--- src/design/hbf_pkg.sv ---
package hbf_pkg;

  // Clock rate and hiccup restart delay
  localparam int unsigned CLK_HZ         = 25_000_000;
  localparam int unsigned CLK_PER_MS     = CLK_HZ / 1000;
  localparam int unsigned HICCUP_TIME_MS = 500;
  localparam int unsigned HICCUP_CYC     = CLK_PER_MS * HICCUP_TIME_MS;
  localparam int          CNT_W          = 24;

  // Register indices, byte address is four times the index
  localparam logic [7:0] IDX_IND_EN     = 8'hB0;
  localparam logic [7:0] IDX_RESP_CTRL  = 8'hB8;
  localparam logic [7:0] IDX_FAULT_STAT = 8'hD7;
  localparam logic [7:0] IDX_BLK_STATE  = 8'hE0;

  // Field positions
  localparam int IND_EN_BIT     = 7;
  localparam int RESP_FIELD_LSB = 2;
  localparam int STAT_FIELD_LSB = 5;
  localparam int N_FAULT        = 3;

  // Values after reset, and the strap capture count
  localparam logic [7:0] IND_EN_RST    = 8'h00;
  localparam logic [7:0] RESP_CTRL_RST = 8'h00;
  localparam logic [1:0] STRAP_CAP_CYC = 2'h3;

  // Response codes
  localparam logic [1:0] RESP_FLAG   = 2'h0;
  localparam logic [1:0] RESP_HICCUP = 2'h1;
  localparam logic [1:0] RESP_LATCH  = 2'h2;
  localparam logic [1:0] RESP_FLAG2  = 2'h3;

  // Positions inside the pin synchroniser vector
  localparam int SYN_FAULT_LSB = 0;
  localparam int SYN_PWM_EN    = 3;
  localparam int SYN_CHIP_EN   = 4;
  localparam int SYN_FLAG      = 5;
  localparam int SYN_MODE_LSB  = 6;
  localparam int SYN_W         = 8;

  // Per-fault response state
  typedef enum logic [3:0] {
    CH_RUN   = 4'h1,
    CH_HOLD  = 4'h2,
    CH_WAIT  = 4'h4,
    CH_LATCH = 4'h8
  } hbf_chan_st_t;

endpackage : hbf_pkg

--- src/design/hbf_resp_sel.sv ---
`timescale 1ns/10ps
module hbf_resp_sel
  import hbf_pkg::*;
#(
  parameter int          ADDR_W        = 12,
  parameter int unsigned HICCUP_CYCLES = HICCUP_CYC
) (
  // Clock and reset
  input  wire logic              pclk,
  input  wire logic              presetn,
  // APB slave
  input  wire logic              psel,
  input  wire logic              penable,
  input  wire logic              pwrite,
  input  wire logic [ADDR_W-1:0] paddr,
  input  wire logic [31:0]       pwdata,
  input  wire logic [3:0]        pstrb,
  output logic                   pready,
  output logic [31:0]            prdata,
  output logic                   pslverr,
  // Protection comparator levels, high while fault present
  input  wire logic              hvb_out_uv,
  input  wire logic              hvb_in_ov,
  input  wire logic              hvb_in_uv,
  // Enable pins and strapped mode
  input  wire logic              pwm_en,
  input  wire logic              chip_en,
  input  wire logic [1:0]        mode_strap,
  // Open-drain fault flag
  input  wire logic              fault_flag_n_i,
  output logic                   fault_flag_n_o,
  output logic                   fault_flag_n_oe,
  // Switching permission to the modulator
  output logic                   pwm_run
);

  typedef struct packed {
    logic [SYN_W-1:0] s1;
    logic [SYN_W-1:0] s2;
    logic [SYN_W-1:0] s3;
    logic [SYN_W-1:0] clean;
    logic [1:0]       strap_cnt;
    logic             strap_done;
    logic [1:0]       mode;
    logic [7:0]       ind_en;
    logic [7:0]       resp_ctrl;
    logic [2:0]       stat;
    logic [31:0]      prdata;
    logic             pready;
    logic             pslverr;
    logic             pwm_run;
    logic             flag_oe;
    logic             flag_o;
  } hbf_state_t;

  hbf_state_t cur_ff;
  hbf_state_t nxt_cur;

  // Channel wiring
  logic [N_FAULT-1:0] ch_stop_next;
  logic [N_FAULT-1:0] ch_stopped;
  logic [N_FAULT-1:0] ch_latched;
  logic [1:0]         eff_resp [N_FAULT];
  logic               release_req;
  logic [SYN_W-1:0]   pins;

  // Map flag-only alias onto the plain flag-only code
  function automatic logic [1:0] norm_resp(input logic [1:0] code);
    if (code == RESP_FLAG2) begin
      return RESP_FLAG;
    end
    return code;
  endfunction : norm_resp

  // Word address match for one register index
  function automatic logic reg_hit(input logic [ADDR_W-1:0] a,
                                   input logic [7:0]        idx);
    return a == ADDR_W'({idx, 2'b00});
  endfunction : reg_hit

  // Any mapped register
  function automatic logic any_hit(input logic [ADDR_W-1:0] a);
    return reg_hit(a, IDX_IND_EN) | reg_hit(a, IDX_RESP_CTRL) |
           reg_hit(a, IDX_FAULT_STAT) | reg_hit(a, IDX_BLK_STATE);
  endfunction : any_hit

  // Raw pin vector for the synchroniser
  assign pins = {mode_strap, fault_flag_n_i, chip_en, pwm_en,
                 hvb_in_uv, hvb_in_ov, hvb_out_uv};

  // Enable pin low is the first half of a toggle; it clears latch-off
  assign release_req = ~cur_ff.clean[SYN_PWM_EN] | ~cur_ff.clean[SYN_CHIP_EN];

  // Pick register field or strapped mode for each fault
  always_comb begin
    for (int i = 0; i < N_FAULT; i++) begin
      if (cur_ff.ind_en[IND_EN_BIT]) begin
        eff_resp[i] = norm_resp(cur_ff.resp_ctrl[RESP_FIELD_LSB + 2*i +: 2]);
      end else begin
        eff_resp[i] = norm_resp(cur_ff.mode);
      end
    end
  end

  // One sequencer per fault
  for (genvar g = 0; g < N_FAULT; g++) begin : g_chan
    hbf_fault_chan #(
      .HICCUP_CYCLES (HICCUP_CYCLES),
      .CW            (CNT_W)
    ) u_chan (
      .pclk        (pclk),
      .presetn     (presetn),
      .fault_lvl   (cur_ff.clean[SYN_FAULT_LSB + g]),
      .resp        (eff_resp[g]),
      .release_req (release_req),
      .stop_next   (ch_stop_next[g]),
      .stopped     (ch_stopped[g]),
      .latched     (ch_latched[g])
    );
  end

  // Next-state logic
  always_comb begin
    logic       acc;
    logic       wr;
    logic       hit;
    logic [7:0] rd;
    nxt_cur = cur_ff;
    acc     = psel & penable & cur_ff.pready;
    hit     = any_hit(paddr);
    wr      = acc & pwrite & hit & pstrb[0];
    rd      = 8'h00;

    // Three-stage pin synchroniser; clean follows once stages two and three agree
    nxt_cur.s1    = pins;
    nxt_cur.s2    = cur_ff.s1;
    nxt_cur.s3    = cur_ff.s2;
    nxt_cur.clean = (cur_ff.s2 & cur_ff.s3) |
                    (cur_ff.clean & (cur_ff.s2 | cur_ff.s3));

    // Strap caught a few cycles after reset, once the chain has settled
    if (!cur_ff.strap_done) begin
      if (cur_ff.strap_cnt == STRAP_CAP_CYC) begin
        nxt_cur.strap_done = 1'b1;
        nxt_cur.mode       = nxt_cur.clean[SYN_MODE_LSB +: 2];
      end else begin
        nxt_cur.strap_cnt = cur_ff.strap_cnt + 2'h1;
      end
    end

    // Register writes on the access edge
    if (wr && reg_hit(paddr, IDX_IND_EN)) begin
      nxt_cur.ind_en = pwdata[7:0];
    end
    if (wr && reg_hit(paddr, IDX_RESP_CTRL)) begin
      nxt_cur.resp_ctrl = pwdata[7:0];
    end

    // Sticky status, write one to clear; a fault present wins over the clear
    for (int i = 0; i < N_FAULT; i++) begin
      if (wr && reg_hit(paddr, IDX_FAULT_STAT) && pwdata[STAT_FIELD_LSB + i]) begin
        nxt_cur.stat[i] = 1'b0;
      end
      if (cur_ff.clean[SYN_FAULT_LSB + i]) begin
        nxt_cur.stat[i] = 1'b1;
      end
    end

    // Flag pulled low while any status bit stands
    nxt_cur.flag_o  = 1'b0;
    nxt_cur.flag_oe = |nxt_cur.stat;

    // Switching stops on the same edge as the status; flag-only never stops it
    nxt_cur.pwm_run = cur_ff.clean[SYN_PWM_EN] & cur_ff.clean[SYN_CHIP_EN] &
                      ~|ch_stop_next;

    // Read mux
    if (reg_hit(paddr, IDX_IND_EN)) begin
      rd = cur_ff.ind_en;
    end else if (reg_hit(paddr, IDX_RESP_CTRL)) begin
      rd = cur_ff.resp_ctrl;
    end else if (reg_hit(paddr, IDX_FAULT_STAT)) begin
      rd = {cur_ff.stat, 5'h00};
    end else if (reg_hit(paddr, IDX_BLK_STATE)) begin
      rd = {cur_ff.clean[SYN_FLAG], ch_latched, ch_stopped, cur_ff.pwm_run};
    end

    // One wait state: ready rises in the second access cycle, then drops
    nxt_cur.pready  = psel & penable & ~cur_ff.pready;
    nxt_cur.pslverr = nxt_cur.pready & ~hit;
    if (nxt_cur.pready && !pwrite) begin
      nxt_cur.prdata = {24'h000000, rd};
    end else if (nxt_cur.pready) begin
      nxt_cur.prdata = 32'h00000000;
    end
  end

  // State register
  always_ff @(posedge pclk or negedge presetn) begin
    if (!presetn) begin
      cur_ff <= '{
        s1:         '0,
        s2:         '0,
        s3:         '0,
        clean:      '0,
        strap_cnt:  2'h0,
        strap_done: 1'b0,
        mode:       RESP_FLAG,
        ind_en:     IND_EN_RST,
        resp_ctrl:  RESP_CTRL_RST,
        stat:       3'h0,
        prdata:     32'h00000000,
        pready:     1'b0,
        pslverr:    1'b0,
        pwm_run:    1'b0,
        flag_oe:    1'b0,
        flag_o:     1'b0
      };
    end else begin
      cur_ff <= nxt_cur;
    end
  end

  // Outputs straight from the state register
  assign pready          = cur_ff.pready;
  assign prdata          = cur_ff.prdata;
  assign pslverr         = cur_ff.pslverr;
  assign pwm_run         = cur_ff.pwm_run;
  assign fault_flag_n_o  = cur_ff.flag_o;
  assign fault_flag_n_oe = cur_ff.flag_oe;

endmodule : hbf_resp_sel

--- src/design/hbf_fault_chan.sv ---
`timescale 1ns/10ps
module hbf_fault_chan
  import hbf_pkg::*;
#(
  parameter int unsigned HICCUP_CYCLES = HICCUP_CYC,
  parameter int          CW            = CNT_W
) (
  // Clock and reset
  input  wire logic       pclk,
  input  wire logic       presetn,
  // Fault level and selected response
  input  wire logic       fault_lvl,
  input  wire logic [1:0] resp,
  input  wire logic       release_req,
  // Switching state
  output logic            stop_next,
  output logic            stopped,
  output logic            latched
);

  typedef struct packed {
    hbf_chan_st_t   st;
    logic [CW-1:0]  cnt;
  } hbf_chan_s_t;

  localparam logic [CW-1:0] LAST = CW'(HICCUP_CYCLES - 1);

  hbf_chan_s_t cur_ff;
  hbf_chan_s_t nxt_cur;

  // Next state of the response sequencer
  always_comb begin
    nxt_cur = cur_ff;
    case (cur_ff.st)
      CH_RUN: begin
        if (fault_lvl && resp == RESP_HICCUP) begin
          nxt_cur.st = CH_HOLD;
        end else if (fault_lvl && resp == RESP_LATCH) begin
          nxt_cur.st = CH_LATCH;
        end
      end
      CH_HOLD: begin
        if (!fault_lvl) begin
          nxt_cur.st  = CH_WAIT;
          nxt_cur.cnt = '0;
        end
      end
      CH_WAIT: begin
        // Fault back before expiry restarts the wait
        if (fault_lvl) begin
          nxt_cur.st = CH_HOLD;
        end else if (cur_ff.cnt == LAST) begin
          nxt_cur.st = CH_RUN;
        end else begin
          nxt_cur.cnt = cur_ff.cnt + 1'b1;
        end
      end
      CH_LATCH: begin
        // Only an enable pin going low gets out of here
        if (release_req) begin
          nxt_cur.st = CH_RUN;
        end
      end
      default: begin
        nxt_cur.st = CH_RUN;
      end
    endcase
  end

  // Outputs; stop_next lets the top stop switching on the status edge
  assign stop_next = (nxt_cur.st != CH_RUN);
  assign stopped   = (cur_ff.st != CH_RUN);
  assign latched   = (cur_ff.st == CH_LATCH);

  // State register
  always_ff @(posedge pclk or negedge presetn) begin
    if (!presetn) begin
      cur_ff <= '{st: CH_RUN, cnt: '0};
    end else begin
      cur_ff <= nxt_cur;
    end
  end

endmodule : hbf_fault_chan

--- config.mk ---
export PLATFORM = sky130hd
export DESIGN_NAME = hbf_resp_sel
export DESIGN_NICKNAME = d
export VERILOG_FILES = /design/src/design/hbf_pkg.sv /design/src/design/hbf_resp_sel.sv /design/src/design/hbf_fault_chan.sv
export SDC_FILE = /design/constraint.sdc
export NUM_CORES = 1
export LEC_CHECK = 0
export BUFFER_PORTS_ARGS = -buffer_cell sky130_fd_sc_hd__buf_2
export CAP_MARGIN = 20
export CELL_PAD_IN_SITES_DETAIL_PLACEMENT = 0
export CELL_PAD_IN_SITES_GLOBAL_PLACEMENT = 1
export CORE_MARGIN = 2
export CORE_UTILIZATION = 45
export DETAILED_ROUTE_END_ITERATION = 10
export PLACE_DENSITY = 0.83
export SETUP_SLACK_MARGIN = 0.5
export SLEW_MARGIN = 20
export SYNTH_ARGS = -nofsm -noshare
export SYNTH_HDL_FRONTEND = slang
export SYNTH_SLANG_ARGS = --single-unit
--- constraint.sdc ---
create_clock -name pclk -period 2.5 [get_ports pclk]
set_clock_uncertainty 0.05 [all_clocks]
set_input_delay 0.25 -clock pclk [delete_from_list [all_inputs] [get_ports pclk]]
set_output_delay 0.25 -clock pclk [all_outputs]
set_load 0.05 [all_outputs]
==> results.ini <==
[run_status]
outcome=finished, final reports clean

[pwr]
combPwrFrac=0.111
sw_frac_of_total=0.2563
vdd_drop_max_mv=0.4930
p_leak_nw=4.245
power_w=0.006009
p_clk_frac=0.441
p_seq_frac=0.448
p_sw_w=0.001540
p_int_w=0.004469
p_per_area_nw_per_um2=619.6

[place]
place.gp.congestion=0.8191
dp.final_hpwl_mm=11.32
port_buffers=45
placed_cell_area_sq_um=8322

[floorplan]
die-area_sq_um=18500
design.core.area_sq_um=17180
pin_count=98
rows=48
fp.dieW_um=136.0
start_util=0.4567
die_h_um=136.0

[flow_run]
drv_cap=0

[clocking]
clock_path_buffers=2
root_buffer=clkbuf_16
cts_buffers=17
cts.sinks=152
cts_tree=yes
clk_latency_ps=430
clkTransAtPathRegs_ps=60
cts_max_level=4

[synth]
synthTopCellsByArea=dfrtp_1 (48%), nand2_1 (4.1%), buf_4 (3.4%)
yosys-top-cells-count=dfrtp_1 (149), nand2_1 (85), nand3_1 (42)
avgSynthCellArea_sq_um=9.842
ys_types=67
syn_area_sq_um=7844
yosysMostFrequentCell=dfrtp_1
synth_top_area_cell=dfrtp_1
synth_top_area_frac=0.4754
synthArstFlopShare=1.000
yosysSeqAreaShare=0.4854
synth_edf_count=0
ys_warn_count=0
synth_cells=797
ys.flop_type=dfrtp_1
synth_seq_cells=152

[finish]
area_growth_pct=23.64
antenna_cells=0
layout.nets=954
design_area_sq_um=9698
fillers=1472
final_core_util=0.5646
drive_above_1_share=0.2639

[critical_path]
cp-start-kind=flip-flop
cp_max_fo=7
worstSetupEndpointType=flip-flop
arrival_ps=2300
crit_required_ps=2770
criticalPathCategory=flip-flop to flip-flop

[timing]
rsz0062_at_grt=yes
slew_violations=0
relSlewSlack=0.6121
fmax_mhz=493.0
setup-violations-final=0
holdWs_ps=21.87
period_share=0.8113
period_needed_ps=2028
finalHoldViolCount=0
worst_slew_pin_slew_ps=573.7
finalSetupTns_ps=0

[global_route]
grt_util_met2=0.3012
antenna_found_initial=0
busiest_layer=met2
use_met3=0.03617
grt_overflow=0
grt_max_degree=54
grt_pass1_vias=5839
grt_usage=0.1936
grt_pass1_wl_mm=28.83
met1_usage=0.2726

[detailed_routing]
first_pass_iters=5
drt_iter0_drc=416
routed_wirelength_mm=18.10
vias_per_cell=5.700
avgRoutedWirePerCell_um=16.06
vias=6424
drc_errors=0
drtAntennaViolNets=0

[worst_hold_path]
hp-class=primary input to flip-flop

==> through the flow <==
stage | cells | setup slack, ps
after detailed placement | 1042 | 206.7
final | 1127 | 471.8
after global placement | 1042 | 239.9
after global routing | 1127 | 393.2
after CTS | 1102 | 475.3
after floorplan | 821 | 395.7
==> state kept, by name, summed over array words and instances, names as in the netlist <==
register / cells
g_chan.u_chan.cur_ff: 84
cur_ff: 56
prdata: 8
fault_flag_n_oe: 1
pready: 1
pslverr: 1
pwm_run: 1
==> per-layer routing <==
metal / vias up / part of all wire
met1: 3148 / 0.47
li1: 3092 / -
met4: 0 / 0.015
met2: 163 / 0.48
met3: 21 / 0.041
met5: - / 0
==> kinds of logic (layout without fill, tap and decap cells) <==
family / after synthesis / count (layout) / share of synthesized area
other cells: 1 / 25 / 0.0004781
xor+xnor: 15 / 15 / 0.01675
simple gates: 346 / 346 / 0.2524
fa+ha+maj: 12 / 12 / 0.01659
buf+inv: 100 / 178 / 0.06668
mux: 22 / 22 / 0.03047
compound gates: 149 / 152 / 0.1313
flops: 152 / 152 / 0.4854
==> timing repair <==
action,CTS,global route
cloned,2,4
pin swaps,7,29
endpoints found under the hold margin,54,0
hold buffers,9,0
setup endpoints to repair,37,55
gates resized for setup,14,58
buffers inserted,17,21
==> layout by cell type, fill, tap and decap left out, types with 5 or more instances in the layout <==
cell and n:
dfrtp_1 143, nand2_1 82, buf_4 57, buf_2 45
nand3_1 42, nor2_1 33, o211ai_1 31, o21ai_0 25
conb_1 25, or4_1 24, inv_1 21, nand4_1 20
a21oi_1 20, clkbuf_16 19, nand2b_1 16, o31ai_1 14
or3_1 14, mux2_2 14, xor2_1 13, and3_1 13
nor3_1 12, dlygate4sd3_1 9, nor4b_1 8, or4_4 8
maj3_1 8, nor4_1 8, and4_1 7, mux2i_1 7
o21a_1 6, dfrtp_2 6, nor4bb_1 5, and3_4 5
a22oi_1 5, buf_6 5, buf_12 5
==> critical path, cell delays in order (launching register included) <==
cell and delay, ps:
dfrtp_1 410, ha_2 210, and2_4 160, nand4_1 160, o21ai_4 120, buf_12 160
a2111oi_4 350, mux2i_1 290
==> power by group through the flow <==
stage | clock [W] | combinational [W] | sequential (W)
3_3_place_gp | 0 | 0.000562 | 0.00273
4_1_cts | 0.00270 | 0.000608 | 0.00269
2_1_floorplan | 0 | 0.000428 | 0.00269
6_report | 0.00265 | 0.000665 | 0.00269
5_1_grt | 0.00281 | 0.000734 | 0.00271
3_5_place_dp | 0 | 0.000568 | 0.00274
==> area by class of cell <==
cell class	count	area (sq um)	share of cell area
Multi-Input combinational cell	572	3938	0.4060
Sequential cell	152	3815	0.3934
Timing Repair Buffer	125	979.7	0.1010
Clock buffer	21	460.4	0.04748
Tap cell	225	281.5	0.02903
Clock inverter	11	145.1	0.01497
Inverter	21	78.83	0.008128
==> path summary, 6_finish.rpt <==
path	slack, ps	from	end	depth (start not counted)
worst min-delay path	20	pwdata[0]	cur_ff[40]	2
worst min register to register	300	cur_ff[92]	cur_ff[84]	0
max in group asynchronous	1420	presetn	g_chan[2].u_chan.cur_ff[26]	3
worst max-delay path	470	g_chan[2].u_chan.cur_ff[1]	g_chan[2].u_chan.cur_ff[17]	7
min in group asynchronous	280	presetn	g_chan[1].u_chan.cur_ff[13]	2
worst max register to register	470	g_chan[2].u_chan.cur_ff[1]	g_chan[2].u_chan.cur_ff[17]	7
Power figures use the tool's default switching activity.
